## config.mk

```make
export PLATFORM = sky130hd
export DESIGN_NAME = aux_system_control
export DESIGN_NICKNAME = d
export VERILOG_FILES = /design/src/asc_pkg.sv /design/src/asc_axil.sv /design/src/asc_ee_guard.sv /design/src/aux_system_control.sv
export SDC_FILE = /design/constraint.sdc
export NUM_CORES = 1
export LEC_CHECK = 0
export BUFFER_PORTS_ARGS = -buffer_cell sky130_fd_sc_hd__buf_2
export CORE_MARGIN = 2
export CORE_UTILIZATION = 57
export CTS_CLUSTER_SIZE = 20
export DETAILED_ROUTE_END_ITERATION = 6
export GPL_TIMING_DRIVEN = 0
export PLACE_DENSITY_LB_ADDON = 0.1
export RECOVER_POWER = 50
export SLEW_MARGIN = 20
export SYNTH_ARGS = -nofsm -noshare
export SYNTH_HDL_FRONTEND = slang
export SYNTH_SLANG_ARGS = --single-unit
export TNS_END_PERCENT = 5
```

## constraint.sdc

```tcl
create_clock -name aclk -period 6.1 [get_ports aclk]
set_clock_uncertainty 0.05 [all_clocks]
set_input_delay 1.22 -clock aclk [delete_from_list [all_inputs] [get_ports aclk]]
set_output_delay 1.22 -clock aclk [all_outputs]
set_load 0.02 [all_outputs]
```

## src/asc_pkg.sv

```systemverilog
// Constants, types and register map of the auxiliary system control bank
package asc_pkg;
	// ==========================================================
	// Register indices (byte address is four times the index)
	localparam int ASC_ADDR_W = 12;
	localparam int ASC_IDX_W = 10;
	localparam logic [9:0] ASC_IDX_MISC = 10'h0F7;
	localparam logic [9:0] ASC_IDX_ACTION = 10'h0F8;
	localparam logic [9:0] ASC_IDX_IRQ_STATUS = 10'h0F9;
	localparam logic [9:0] ASC_IDX_IRQ_MASK = 10'h0FA;
	localparam logic [9:0] ASC_IDX_LIVE = 10'h0FB;
	// ==========================================================
	// Reset values
	localparam logic [7:0] ASC_MISC_RST = 8'h06;
	localparam logic [7:0] ASC_ACTION_RST = 8'h00;
	localparam logic [2:0] ASC_EV_RST = 3'h0;
	// ==========================================================
	// Field positions, misc register
	localparam int ASC_B_POLICY_HI = 7;
	localparam int ASC_B_POLICY_LO = 6;
	localparam int ASC_B_LOW_POWER_SAVE = 5;
	localparam int ASC_B_REFOUT = 4;
	localparam int ASC_B_WIDEDIV = 3;
	localparam int ASC_B_EE_HI = 2;
	localparam int ASC_B_EE_LO = 1;
	localparam int ASC_B_ARITH = 0;
	// Field positions, action register
	localparam int ASC_B_KICK = 7;
	localparam int ASC_B_T3CLR = 6;
	localparam int ASC_B_ADCGO = 4;
	localparam int ASC_B_PWM0 = 3;
	localparam int ASC_B_PWM1 = 2;
	// Event bits of status and mask
	localparam int ASC_EV_W = 3;
	localparam int ASC_EV_WDT = 0;
	localparam int ASC_EV_EE = 1;
	localparam int ASC_EV_ADC = 2;
	// ==========================================================
	// Misc values
	localparam logic [3:0] ASC_REF_CHAN = 4'hC;
	localparam logic [1:0] ASC_RESP_OKAY = 2'h0;
	localparam logic [1:0] ASC_RESP_SLVERR = 2'h2;
	// ==========================================================
	// Timing: EEPROM write guard times in ms, rounded up to cycles
	localparam int ASC_CLK_MHZ = 200;
	localparam real ASC_EE_T1_MS = 0.8;
	localparam real ASC_EE_T2_MS = 3.1;
	localparam real ASC_EE_T3_MS = 6.2;
	localparam int ASC_EE_C1 = int'($ceil(ASC_EE_T1_MS * 1000.0 * ASC_CLK_MHZ));
	localparam int ASC_EE_C2 = int'($ceil(ASC_EE_T2_MS * 1000.0 * ASC_CLK_MHZ));
	localparam int ASC_EE_C3 = int'($ceil(ASC_EE_T3_MS * 1000.0 * ASC_CLK_MHZ));
	localparam int ASC_EE_CNT_W = 21;
	// ==========================================================
	// Power modes reported by the clock controller
	typedef enum logic [1:0] {
		ASC_PM_FAST,
		ASC_PM_SLOW,
		ASC_PM_IDLE,
		ASC_PM_STOP
	} asc_pmode_t;
endpackage

```

## src/asc_axil.sv

```systemverilog
// AXI4-Lite slave front end for the auxiliary system control bank
`timescale 1ns/1ps
`default_nettype none
module asc_axil import asc_pkg::*; (
	input wire logic aclk,
	input wire logic aresetn,
	input wire logic [ASC_ADDR_W-1:0] awaddr,
	input wire logic awvalid,
	output logic awready,
	input wire logic [31:0] wdata,
	input wire logic [3:0] wstrb,
	input wire logic wvalid,
	output logic wready,
	output logic [1:0] bresp,
	output logic bvalid,
	input wire logic bready,
	input wire logic [ASC_ADDR_W-1:0] araddr,
	input wire logic arvalid,
	output logic arready,
	output logic [31:0] rdata,
	output logic [1:0] rresp,
	output logic rvalid,
	input wire logic rready,
	output logic wr_en,
	output logic [ASC_IDX_W-1:0] wr_idx,
	output logic [7:0] wr_data,
	output logic wr_lane0,
	input wire logic wr_hit,
	output logic rd_en,
	output logic [ASC_IDX_W-1:0] rd_idx,
	input wire logic [7:0] rd_data,
	input wire logic rd_hit
);
	logic aw_held;
	logic w_held;
	logic [ASC_IDX_W-1:0] aw_idx;
	logic [7:0] w_byte;
	logic w_lane;

	// ==========================================================
	// Write channel: address and data taken in either order
	assign wr_en = aw_held && w_held;
	assign wr_idx = aw_idx;
	assign wr_data = w_byte;
	assign wr_lane0 = w_lane;

	always_ff @(posedge aclk) begin
		if (!aresetn) begin
			aw_held <= 1'b0;
			awready <= 1'b1;
			aw_idx <= '0;
		end else if (awvalid && awready) begin
			aw_held <= 1'b1;
			awready <= 1'b0;
			aw_idx <= awaddr[ASC_ADDR_W-1:2];
		end else if (wr_en) begin
			aw_held <= 1'b0;
		end else if (bvalid && bready) begin
			awready <= 1'b1;
		end
	end

	always_ff @(posedge aclk) begin
		if (!aresetn) begin
			w_held <= 1'b0;
			wready <= 1'b1;
			w_byte <= 8'h00;
			w_lane <= 1'b0;
		end else if (wvalid && wready) begin
			w_held <= 1'b1;
			wready <= 1'b0;
			w_byte <= wdata[7:0];
			w_lane <= wstrb[0];
		end else if (wr_en) begin
			w_held <= 1'b0;
		end else if (bvalid && bready) begin
			wready <= 1'b1;
		end
	end

	// Response one cycle after both halves are in
	always_ff @(posedge aclk) begin
		if (!aresetn) begin
			bvalid <= 1'b0;
			bresp <= ASC_RESP_OKAY;
		end else if (wr_en) begin
			bvalid <= 1'b1;
			bresp <= wr_hit ? ASC_RESP_OKAY : ASC_RESP_SLVERR;
		end else if (bready) begin
			bvalid <= 1'b0;
		end
	end

	// ==========================================================
	// Read channel: data sampled at the address handshake
	assign rd_en = arvalid && arready;
	assign rd_idx = araddr[ASC_ADDR_W-1:2];

	always_ff @(posedge aclk) begin
		if (!aresetn) begin
			arready <= 1'b1;
			rvalid <= 1'b0;
			rdata <= 32'h00000000;
			rresp <= ASC_RESP_OKAY;
		end else if (rd_en) begin
			arready <= 1'b0;
			rvalid <= 1'b1;
			rdata <= {24'h000000, rd_data};
			rresp <= rd_hit ? ASC_RESP_OKAY : ASC_RESP_SLVERR;
		end else if (rvalid && rready) begin
			arready <= 1'b1;
			rvalid <= 1'b0;
		end
	end
endmodule
`default_nettype wire

```

## src/asc_ee_guard.sv

```systemverilog
// EEPROM write guard timer raising a timeout after a selected wait
`timescale 1ns/1ps
`default_nettype none
module asc_ee_guard import asc_pkg::*; #(
	parameter int CNT_1 = ASC_EE_C1,
	parameter int CNT_2 = ASC_EE_C2,
	parameter int CNT_3 = ASC_EE_C3
) (
	input wire logic aclk,
	input wire logic aresetn,
	input wire logic [1:0] sel,
	input wire logic busy,
	output logic timeout
);
	typedef enum logic [1:0] {
		ST_IDLE,
		ST_COUNT,
		ST_DONE
	} asc_ee_st_t;

	asc_ee_st_t state;
	logic [ASC_EE_CNT_W-1:0] count;

	// Counts must be nonzero and fit the counter, refused at elaboration
	if (CNT_1 < 1 || CNT_2 < 1 || CNT_3 < 1 ||
		CNT_1 >= (1 << ASC_EE_CNT_W) || CNT_2 >= (1 << ASC_EE_CNT_W) ||
		CNT_3 >= (1 << ASC_EE_CNT_W)) begin : g_bad_cnt
		$error("asc_ee_guard: counts out of range");
	end

	// Limit of the selected wait; zero means the guard is off
	function automatic logic [ASC_EE_CNT_W-1:0] limit_of(input logic [1:0] s);
		case (s)
			2'b01: limit_of = ASC_EE_CNT_W'(CNT_1);
			2'b10: limit_of = ASC_EE_CNT_W'(CNT_2);
			2'b11: limit_of = ASC_EE_CNT_W'(CNT_3);
			default: limit_of = '0;
		endcase
	endfunction

	// One timeout per write; the write ending early abandons the wait
	always_ff @(posedge aclk) begin
		if (!aresetn) begin
			state <= ST_IDLE;
			count <= '0;
			timeout <= 1'b0;
		end else begin
			timeout <= 1'b0;
			case (state)
				ST_IDLE: begin
					count <= '0;
					if (busy && sel != 2'b00)
						state <= ST_COUNT;
				end
				ST_COUNT: begin
					count <= count + 1'b1;
					if (!busy || sel == 2'b00) begin
						state <= ST_IDLE;
					end else if (count + 1'b1 >= limit_of(sel)) begin
						timeout <= 1'b1;
						state <= ST_DONE;
					end
				end
				ST_DONE: begin
					if (!busy)
						state <= ST_IDLE;
				end
				default: state <= ST_IDLE;
			endcase
		end
	end
endmodule
`default_nettype wire

```

## src/aux_system_control.sv

```systemverilog
// Auxiliary system control bank: misc control, action bits, interrupts
//
// Added by the designer: the AXI4-Lite register port.
`timescale 1ns/1ps
`default_nettype none
// Overview of operation
// - Policy upper bit 0 disables watchdog reset; 10 allows it in Fast/Slow.
// - Policy 11 allows watchdog reset in every power mode.
// - Power-save bit cuts consumption while in Idle or Stop.
// - Reference-out bit drives bandgap onto pin when ADC channel is 1100b.
// - Wide-divide bit picks 16/16 (0) or 32/16 (1) division.
// - Timeout field resets to 11; 00 off, else flag after 0.8/3.1/6.2 ms.
// - Writing 1 to watchdog kick restarts it; bit self-clears next cycle.
// - Writing 1 to Timer3 clear resets Timer3; bit self-clears next cycle.
// - Conversion go starts ADC; cleared at conversion end or by writing 0.
// - PWM0 hold bit set keeps PWM channel 0 cleared and stopped.
// - PWM1 hold bit set keeps PWM channel 1 cleared and stopped.
// - Action bits sit in their own register: 7,6,4,3,2.
module aux_system_control import asc_pkg::*; #(
	parameter int EE_CNT_1 = ASC_EE_C1,
	parameter int EE_CNT_2 = ASC_EE_C2,
	parameter int EE_CNT_3 = ASC_EE_C3
) (
	input wire logic aclk,
	input wire logic aresetn,
	input wire logic [ASC_ADDR_W-1:0] s_axi_awaddr,
	input wire logic s_axi_awvalid,
	output logic s_axi_awready,
	input wire logic [31:0] s_axi_wdata,
	input wire logic [3:0] s_axi_wstrb,
	input wire logic s_axi_wvalid,
	output logic s_axi_wready,
	output logic [1:0] s_axi_bresp,
	output logic s_axi_bvalid,
	input wire logic s_axi_bready,
	input wire logic [ASC_ADDR_W-1:0] s_axi_araddr,
	input wire logic s_axi_arvalid,
	output logic s_axi_arready,
	output logic [31:0] s_axi_rdata,
	output logic [1:0] s_axi_rresp,
	output logic s_axi_rvalid,
	input wire logic s_axi_rready,
	input wire logic [1:0] power_mode,
	input wire logic wdt_overflow,
	input wire logic [3:0] adc_channel_sel,
	input wire logic adc_conv_done,
	input wire logic eeprom_write_busy,
	output logic wdt_reset,
	output logic low_power_save_active,
	output logic shared_ref_pin_sel,
	output logic wide_divide_mode,
	output logic arith_width_16,
	output logic watchdog_kick,
	output logic timer_three_clear,
	output logic adc_conversion_go,
	output logic pwm_ch0_hold,
	output logic pwm_ch1_hold,
	output logic eeprom_timeout,
	output logic irq
);
	logic [7:0] misc_system_control;
	logic [ASC_EV_W-1:0] irq_status;
	logic [ASC_EV_W-1:0] irq_mask;
	logic wr_en;
	logic [ASC_IDX_W-1:0] wr_idx;
	logic [7:0] wr_data;
	logic wr_lane0;
	logic wr_hit;
	logic rd_en;
	logic [ASC_IDX_W-1:0] rd_idx;
	logic [7:0] rd_data;
	logic rd_hit;
	logic ee_flag;
	logic wr_misc;
	logic wr_action;
	logic wr_status;
	logic wr_mask;
	logic wdt_allowed;
	logic [ASC_EV_W-1:0] events;
	asc_pmode_t pmode;

	// ==========================================================
	// Bus front end
	asc_axil u_axil (
		.aclk(aclk),
		.aresetn(aresetn),
		.awaddr(s_axi_awaddr),
		.awvalid(s_axi_awvalid),
		.awready(s_axi_awready),
		.wdata(s_axi_wdata),
		.wstrb(s_axi_wstrb),
		.wvalid(s_axi_wvalid),
		.wready(s_axi_wready),
		.bresp(s_axi_bresp),
		.bvalid(s_axi_bvalid),
		.bready(s_axi_bready),
		.araddr(s_axi_araddr),
		.arvalid(s_axi_arvalid),
		.arready(s_axi_arready),
		.rdata(s_axi_rdata),
		.rresp(s_axi_rresp),
		.rvalid(s_axi_rvalid),
		.rready(s_axi_rready),
		.wr_en(wr_en),
		.wr_idx(wr_idx),
		.wr_data(wr_data),
		.wr_lane0(wr_lane0),
		.wr_hit(wr_hit),
		.rd_en(rd_en),
		.rd_idx(rd_idx),
		.rd_data(rd_data),
		.rd_hit(rd_hit)
	);

	// ==========================================================
	// Address decode, shared by the read and write paths
	function automatic logic is_mapped(input logic [ASC_IDX_W-1:0] idx);
		is_mapped = idx == ASC_IDX_MISC || idx == ASC_IDX_ACTION ||
			idx == ASC_IDX_IRQ_STATUS || idx == ASC_IDX_IRQ_MASK ||
			idx == ASC_IDX_LIVE;
	endfunction

	// Writes without byte lane 0 are accepted but change nothing
	assign wr_hit = is_mapped(wr_idx);
	assign wr_misc = wr_en && wr_lane0 && wr_idx == ASC_IDX_MISC;
	assign wr_action = wr_en && wr_lane0 && wr_idx == ASC_IDX_ACTION;
	assign wr_status = wr_en && wr_lane0 && wr_idx == ASC_IDX_IRQ_STATUS;
	assign wr_mask = wr_en && wr_lane0 && wr_idx == ASC_IDX_IRQ_MASK;
	assign rd_hit = is_mapped(rd_idx);

	// Read mux; unused bits and unmapped words read zero
	always_comb begin
		rd_data = 8'h00;
		case (rd_idx)
			ASC_IDX_MISC: rd_data = misc_system_control;
			ASC_IDX_ACTION: begin
				rd_data[ASC_B_KICK] = watchdog_kick;
				rd_data[ASC_B_T3CLR] = timer_three_clear;
				rd_data[ASC_B_ADCGO] = adc_conversion_go;
				rd_data[ASC_B_PWM0] = pwm_ch0_hold;
				rd_data[ASC_B_PWM1] = pwm_ch1_hold;
			end
			ASC_IDX_IRQ_STATUS: rd_data = {5'h00, irq_status};
			ASC_IDX_IRQ_MASK: rd_data = {5'h00, irq_mask};
			ASC_IDX_LIVE: rd_data = {5'h00, eeprom_write_busy, power_mode};
			default: rd_data = 8'h00;
		endcase
	end

	// ==========================================================
	// Misc control register
	always_ff @(posedge aclk) begin
		if (!aresetn)
			misc_system_control <= ASC_MISC_RST;
		else if (wr_misc)
			misc_system_control <= wr_data;
	end

	// Plain mode outputs, registered so the pins never glitch
	always_ff @(posedge aclk) begin
		if (!aresetn) begin
			wide_divide_mode <= 1'b0;
			arith_width_16 <= 1'b0;
		end else begin
			wide_divide_mode <= misc_system_control[ASC_B_WIDEDIV];
			arith_width_16 <= misc_system_control[ASC_B_ARITH];
		end
	end

	// ==========================================================
	// Watchdog reset gating by policy and power mode
	assign pmode = asc_pmode_t'(power_mode);
	assign wdt_allowed = misc_system_control[ASC_B_POLICY_HI] &&
		(misc_system_control[ASC_B_POLICY_LO] ||
		pmode == ASC_PM_FAST || pmode == ASC_PM_SLOW);

	always_ff @(posedge aclk) begin
		if (!aresetn)
			wdt_reset <= 1'b0;
		else
			wdt_reset <= wdt_overflow && wdt_allowed;
	end

	// Power saving only applies once the core sleeps
	always_ff @(posedge aclk) begin
		if (!aresetn)
			low_power_save_active <= 1'b0;
		else
			low_power_save_active <= misc_system_control[ASC_B_LOW_POWER_SAVE] &&
				(pmode == ASC_PM_IDLE || pmode == ASC_PM_STOP);
	end

	// Reference needs both the enable and the matching channel
	always_ff @(posedge aclk) begin
		if (!aresetn)
			shared_ref_pin_sel <= 1'b0;
		else
			shared_ref_pin_sel <= misc_system_control[ASC_B_REFOUT] &&
				adc_channel_sel == ASC_REF_CHAN;
	end

	// ==========================================================
	// Action register: one-shot kicks last exactly one cycle
	always_ff @(posedge aclk) begin
		if (!aresetn) begin
			watchdog_kick <= ASC_ACTION_RST[ASC_B_KICK];
			timer_three_clear <= ASC_ACTION_RST[ASC_B_T3CLR];
		end else begin
			watchdog_kick <= wr_action && wr_data[ASC_B_KICK];
			timer_three_clear <= wr_action && wr_data[ASC_B_T3CLR];
		end
	end

	// Conversion start; a software set wins over a same-cycle done
	always_ff @(posedge aclk) begin
		if (!aresetn)
			adc_conversion_go <= ASC_ACTION_RST[ASC_B_ADCGO];
		else if (wr_action)
			adc_conversion_go <= wr_data[ASC_B_ADCGO];
		else if (adc_conv_done)
			adc_conversion_go <= 1'b0;
	end

	// PWM holds are levels kept until software drops them
	always_ff @(posedge aclk) begin
		if (!aresetn) begin
			pwm_ch0_hold <= ASC_ACTION_RST[ASC_B_PWM0];
			pwm_ch1_hold <= ASC_ACTION_RST[ASC_B_PWM1];
		end else if (wr_action) begin
			pwm_ch0_hold <= wr_data[ASC_B_PWM0];
			pwm_ch1_hold <= wr_data[ASC_B_PWM1];
		end
	end

	// ==========================================================
	// EEPROM write guard
	asc_ee_guard #(
		.CNT_1(EE_CNT_1),
		.CNT_2(EE_CNT_2),
		.CNT_3(EE_CNT_3)
	) u_ee_guard (
		.aclk(aclk),
		.aresetn(aresetn),
		.sel(misc_system_control[ASC_B_EE_HI:ASC_B_EE_LO]),
		.busy(eeprom_write_busy),
		.timeout(ee_flag)
	);

	always_ff @(posedge aclk) begin
		if (!aresetn)
			eeprom_timeout <= 1'b0;
		else
			eeprom_timeout <= ee_flag;
	end

	// ==========================================================
	// Interrupts: sticky status, write one to clear, set wins
	assign events = {adc_conv_done && adc_conversion_go, ee_flag,
		wdt_overflow && wdt_allowed};

	always_ff @(posedge aclk) begin
		if (!aresetn)
			irq_status <= ASC_EV_RST;
		else if (wr_status)
			irq_status <= (irq_status & ~wr_data[ASC_EV_W-1:0]) | events;
		else
			irq_status <= irq_status | events;
	end

	always_ff @(posedge aclk) begin
		if (!aresetn)
			irq_mask <= ASC_EV_RST;
		else if (wr_mask)
			irq_mask <= wr_data[ASC_EV_W-1:0];
	end

	// One cycle behind status, kept registered for a clean pin
	always_ff @(posedge aclk) begin
		if (!aresetn)
			irq <= 1'b0;
		else
			irq <= |(irq_status & irq_mask);
	end
endmodule
`default_nettype wire

```

# ---- Yosys cells after proc, flatten, opt, wreduce, memory -nomap -nowiden
# Cells that the tools add are included.
# Widths: inputs -> output; s select.
dict set report op_classes {
  eq_ne 24
  magnitude_cmp 1
  mux 33
  add_sub_neg 1
  n_reduce_logical 49
  n_bitwise 7
}
# operator count
set ops {}
lappend ops {{$eq 10x8->1 const B} 10}
lappend ops {{$mux 21} 3}
lappend ops {{$pmux 21 s3} 1}
lappend ops {{$pmux 21 s2} 1}
lappend ops {{$add 21x1->21 const B} 1}
lappend ops {{$ge 21x21->1} 1}
lappend ops {{$logic_and 1x1->1} 19}
lappend ops {{$reduce_bool 2->1} 9}
lappend ops {{$mux 1} 17}
lappend ops {{$pmux 3 s5} 1}
lappend ops {{$logic_or 1x1->1} 12}
lappend ops {{$mux 2} 6}
lappend ops {{$eq 2x2->1 const B} 5}
lappend ops {{$pmux 2 s4} 1}
lappend ops {{$and 3x3->3} 2}
lappend ops {{$eq 2x1->1 const B} 3}
lappend ops {{$logic_not 2->1} 3}
lappend ops {{$ne 2x1->1 const B} 3}
lappend ops {{$or 3x3->3} 2}
lappend ops {{$pmux 2 s3} 1}
lappend ops {{$reduce_or 3->1} 2}
lappend ops {{$eq 4x4->1 const B} 1}
lappend ops {{$pmux 2 s2} 1}
lappend ops {{$reduce_and 2->1} 2}
lappend ops {{other kinds (7)} 8}
dict set report word_totals {
  out_inout_bits 53
  word_cells 146
  regBits 88
  in_bits 76
}

# ---- Depth between registers and ports, before layout
dict set report logic_depth {
  ltp_word 9
  ltp_mapped 12
  mapped_depth_nobuf 12
}

# ---- Cells and area by module
# From an unflattened synthesis, not the netlist that was laid out.
dict set report unflattened {
  cells_unflattened 571
  hier_area_um2 5053.6
}
# mod instances cells_per_inst seq_area_each_um2 area_per_inst_um2
set by_module_without_submodules {}
lappend by_module_without_submodules {asc_ee_guard 1 235 480.5 1953.1}
lappend by_module_without_submodules {asc_axil 1 194 720.7 1815.5}
lappend by_module_without_submodules {aux_system_control 1 142 520.5 1285.0}

# ---- Worst setup path after synthesis
# No wires, ideal clock.
dict set report synth_path {
  kind {reg-to-reg}
  start {reg u_ee_guard.count[4]}
  end {reg u_ee_guard.timeout}
  period_less_slack_ns 3.064
  arrival_time_ns 2.902
  path_slack_ns 3.036
  n_path_buf 1
  stages_incl_launch_ff 13
  setup_ns 0.112
  required_time_ns 5.938
  path_cell_list {dfxtp_1 -> clkbuf_2 -> nand2_1 -> or4_4 -> or3_4 -> xnor2_2 -> ha_1 -> nand4_1 -> nor3_1 -> nand4_1 -> o21ai_0 -> o21ai_0 -> a2111oi_1}
}
dict set report synth_between {
  elab_chain_len 3
}
# element line
set synth_lines {}
lappend synth_lines {{from (decl)} asc_ee_guard.sv:22} ;# logic [ASC_EE_CNT_W-1:0] count;
lappend synth_lines {{from (signal assigned)} asc_ee_guard.sv:56} ;# count <= count + 1'b1;
lappend synth_lines {{$add 21x1->21} asc_ee_guard.sv:59} ;# end else if (count + 1'b1 >= limit_of(sel)) begin
lappend synth_lines {{$ge 21x21->1} asc_ee_guard.sv:59}
lappend synth_lines {{$mux 1} asc_ee_guard.sv:59}
lappend synth_lines {{to (signal assigned)} asc_ee_guard.sv:46} ;# timeout <= 1'b0;
lappend synth_lines {{to (signal assigned)} asc_ee_guard.sv:48} ;# timeout <= 1'b0;
lappend synth_lines {{to (signal assigned)} asc_ee_guard.sv:60} ;# timeout <= 1'b1;
lappend synth_lines {{to (decl)} asc_ee_guard.sv:13} ;# output logic timeout
# No other way between the ends.
# A chain may end at the register's enable or synchronous reset.

# ---- Final worst setup path
# Ends and elaborated chain as after synthesis.

==> results by group <==
Outcome
  – Status: finished, final reports clean

Timing
  – Final Slew Violations: 0
  – Relative slew slack: 42.9%
  – Setup violations, final: 0
  – Worst-Margin Slew: 0.849 ns
  – Setup tns final: 0 ns
  – Min cycle time layout: 3.65 ns
  – Fmax: 274 MHz
  – Final count of hold timing violations: 0
  – RSZ-0062 raised after global routing: false
  – Final worst-path setup slack: 2.45 ns
  – Final Cycle Share: 59.9%

Final layout
  – Area of the multi-input gates: 2600 um2
  – Nets: 740
  – Ant diodes: 0
  – Syn-to-layout area delta: 16.8%
  – FF/Latch Area: 1720 um2
  – Share of cells above drive strength 1: 19.5%
  – # fillers: 665

Logic synthesis
  – Yosys cell types: 55
  – Synth top area share: 37.5%
  – Seq cells post-synth: 86
  – Register area share after synthesis: 37.5%
  – Cells after Synth: 535
  – Syn Area/Cell: 8.58 um2
  – Syn. warnings: 0
  – Cell taking the most area after synthesis: dfxtp_1
  – Top_reg_cell synth: dfxtp_1
  – Synth top area cells: dfxtp_1 (38%), ha_1 (6.3%), nand2_1 (6.0%)
  – Async set-reset flop share out of synthesis: 0%
  – Mapped Area: 4590 um2
  – Number of synthesized flops with an enable pin: 0

Placement
  – Worst slack, placed: 2.55 ns
  – Placer Congestion: 0.859
  – Input/output buffers: 70
  – DPL Wire Length: 8.18 mm

Clocking
  – H-tree levels: 3
  – CTS tree: built
  – CTS Sinks: 86
  – Clock Pin Slew Worst Setup and Hold Paths: 0.09 ns
  – Clock Latency Late Sink: 0.37 ns
  – CTS Buffer Depth: 2
  – CTS buffer count: 9
  – CTS resizes: 0
  – Post-CTS Setup Repair Bufs: 0
  – Hold-fix buffers, CTS: 0
  – Clock Tree Root: clkbuf_8

Global routing
  – First-pass GRT wire length: 17.1 mm
  – Largest net degree at the start of global routing: 17
  – Vias in the first global route: 3,590
  – Global-route congestion overflow total: 0
  – GRT Overall Usage: 24.8%
  – Antenna violations before repair: 0

Floorplanning
  – Area of the core: 7770 um2
  – Die width: 93.7 um
  – I/O pin total: 129
  – Die area: 8790 um2
  – # rows: 32
  – Starting Density: 59.1%
  – Die Height: 93.7 um

Route
  – Wire per inst: 14.4 um
  – First-iteration detailed-routing DRC count: 193
  – Final ANT Viol Nets: 0
  – Vias/cell: 5.35
  – # DRC: 0
  – Routed WL: 10.8 mm
  – Drt pass-1 iters: 5
  – Vias: 4,000

Setup path
  – Critical path peak fanout: 7
  – CP required: 6.30 ns
  – Crit path DAT: 3.85 ns
  – Crit. End Element: flop
  – Slowest stage cell on the critical path: nor4_1
  – Worst-case reg-to-reg path depth: 12
  – Reg-to-reg endpoint: u_ee_guard.timeout$_SDFF_PP0_
  – Worst setup path class: flop to flop
  – Reg2reg start: u_ee_guard.count[4]$_SDFFE_PN0P_
  – R2R Setup Slk: 2.45 ns
  – Startpoint types: flop
  – Crit-path cells: clkbuf_2, nand2_1, nor4_1, nand3_1, xnor2_1, ha_1, nand4_1, nor3_1, nand4_1, o21ai_0, o21ai_0, a2111oi_1
  – CP max stage delay: 0.76 ns

Min path
  – Hold endpoint: u_axil.wr_idx[7]$_SDFFE_PN0P_
  – Min-delay src: u_axil.wr_idx[7]$_SDFFE_PN0P_
  – Hold depth: 2
  – Worst Hold Class: flop to flop

Power
  – VDD IR max: 0.107 mV
  – Lkg Pwr: 2.32 nW
  – Pwr dens: 210 nW/um2

Job
  – Max-cap violations: 0
==> worst max-delay path: cells and delay by family, from the launching register on <==
kind	cells	cell delay [ns]
AOI/OAI and AO/OA	3	0.86
xor gates and xnor gates	1	0.20
adders and majority gates	1	0.32
buffers and inverters	1	0.18
DFF	1	0.32
and+or+nand+nor	6	1.62
==> metrics by stage <==
step | cell area (um2) | std cells | util, % | power (mW) | hold slack, ns
6_report | 5360 | 748 | 69.0 | 1.13 | 0.417
5_1_grt | 5360 | 748 | 69.0 | 1.17 | 0.434
4_1_cts | 5380 | 748 | 69.2 | 1.13 | 0.423
3_5_place_dp | 5160 | 732 | 66.4 | 0.712 | 0.410
3_3_place_gp | 5160 | 732 | 66.4 | 0.709 | 0.397
2_1_floorplan | 4680 | 560 | - | 0.675 | 0.381
==> layout by cell type (no fill, tap or decap), types with 5 or more instances in the layout <==
cell | netlist | layout
nand4_1 | 8 | 8
nand3_1 | 15 | 15
buf_2 | 1 | 66
dfxtp_1 | 86 | 86
nand2_1 | 73 | 73
o21ai_0 | 18 | 18
xor2_1 | 5 | 5
inv_1 | 12 | 12
xnor2_1 | 11 | 11
mux2i_1 | 11 | 11
a21oi_1 | 22 | 22
nor3_1 | 15 | 16
buf_4 | 26 | 26
clkbuf_8 | 0 | 10
nor2_1 | 15 | 15
a21boi_0 | 26 | 26
a21o_1 | 11 | 11
nand2b_1 | 8 | 8
clkbuf_1 | 22 | 27
ha_1 | 23 | 23
and2_1 | 12 | 8
a22oi_1 | 10 | 10
conb_1 | 1 | 26
and3_1 | 11 | 11
nor2b_1 | 36 | 36
==> flip-flops by register name, indices dropped and copies added (netlist names), 2 cells and up <==
register,count
misc_system_control,8
irq_status,3
irq_mask,3
u_ee_guard.count,21
u_axil.rdata,8
u_axil.wr_data,8
u_ee_guard.state,2
u_axil.wr_idx,10
==> power breakdown <==
group          leakage, nW  total, mW  switching, mW  internal (mW)
registers            0.699      0.587         0.0113          0.575
clock network        0.106      0.429          0.223          0.207
logic                 1.51      0.112         0.0646         0.0474
==> final cells by class <==
cell class | instances | area share (%)
multi-input combinational | 409 | 48.5
sequential | 86 | 32.1
timing repair buffer | 70 | 6.42
buffer | 53 | 5.65
clock buffer | 10 | 2.57
tap | 102 | 2.38
clock inverter | 6 | 1.49
inverter | 12 | 0.840
==> logic make-up (layout without fill, tap and decap cells) <==
logic type,count (synthesis),count (layout),synth area share (%)
xor+xnor,17,17,3.41
other cells,1,26,0.0817
mux,14,14,3.14
flops,86,86,37.5
buf+inv,65,151,7.58
simple gates,219,219,25.8
compound gates,110,110,16.2
fa+ha+maj,23,23,6.27
==> worst max-delay path by stage <==
| stage | cells after the start | end | start | slack (ns) |
|---|---|---|---|---|
| 6_report | 12 | u_ee_guard.timeout$_SDFF_PP0_ | u_ee_guard.count[4]$_SDFFE_PN0P_ | 2.45 |
| 5_1_grt | 12 | u_ee_guard.timeout$_SDFF_PP0_ | u_ee_guard.count[4]$_SDFFE_PN0P_ | 2.18 |
| 4_1_cts | 12 | u_ee_guard.timeout$_SDFF_PP0_ | u_ee_guard.count[4]$_SDFFE_PN0P_ | 2.49 |
| 3_5_place_dp | 12 | u_ee_guard.timeout$_SDFF_PP0_ | u_ee_guard.count[4]$_SDFFE_PN0P_ | 2.55 |
| 3_3_place_gp | 12 | u_ee_guard.timeout$_SDFF_PP0_ | u_ee_guard.count[4]$_SDFFE_PN0P_ | 2.65 |
| 2_1_floorplan | 12 | u_ee_guard.timeout$_SDFF_PP0_ | u_ee_guard.count[4]$_SDFFE_PN0P_ | 3.04 |
==> Yosys cell counts (3+ instances only) <==
master / count
dfxtp_1: 86
nand2_1: 73
nor2b_1: 36
a21boi_0: 26
buf_4: 26
ha_1: 23
a21oi_1: 22
clkbuf_1: 22
o21ai_0: 18
nand3_1: 15
nor2_1: 15
nor3_1: 15
and2_1: 12
inv_1: 12
a21o_1: 11
and3_1: 11
mux2i_1: 11
xnor2_1: 11
a22oi_1: 10
nand2b_1: 8
nand4_1: 8
xor2_1: 5
and4_1: 4
clkbuf_2: 4
nor3b_1: 4
o211ai_1: 4
a221oi_1: 3
a222oi_1: 3
mux2_2: 3
nand4b_1: 3
nor4_1: 3
or4_1: 3
==> per-layer routing <==
metal,global-route usage (%),vias to the layer above,wire [um]
met4,9.78,0,179
met2,40.7,113,5080
li1,-,2026,-
met1,33.2,1845,4990
met5,0,-,0
met3,2.97,16,502
Note: power is estimated with default switching activity, not from simulation.
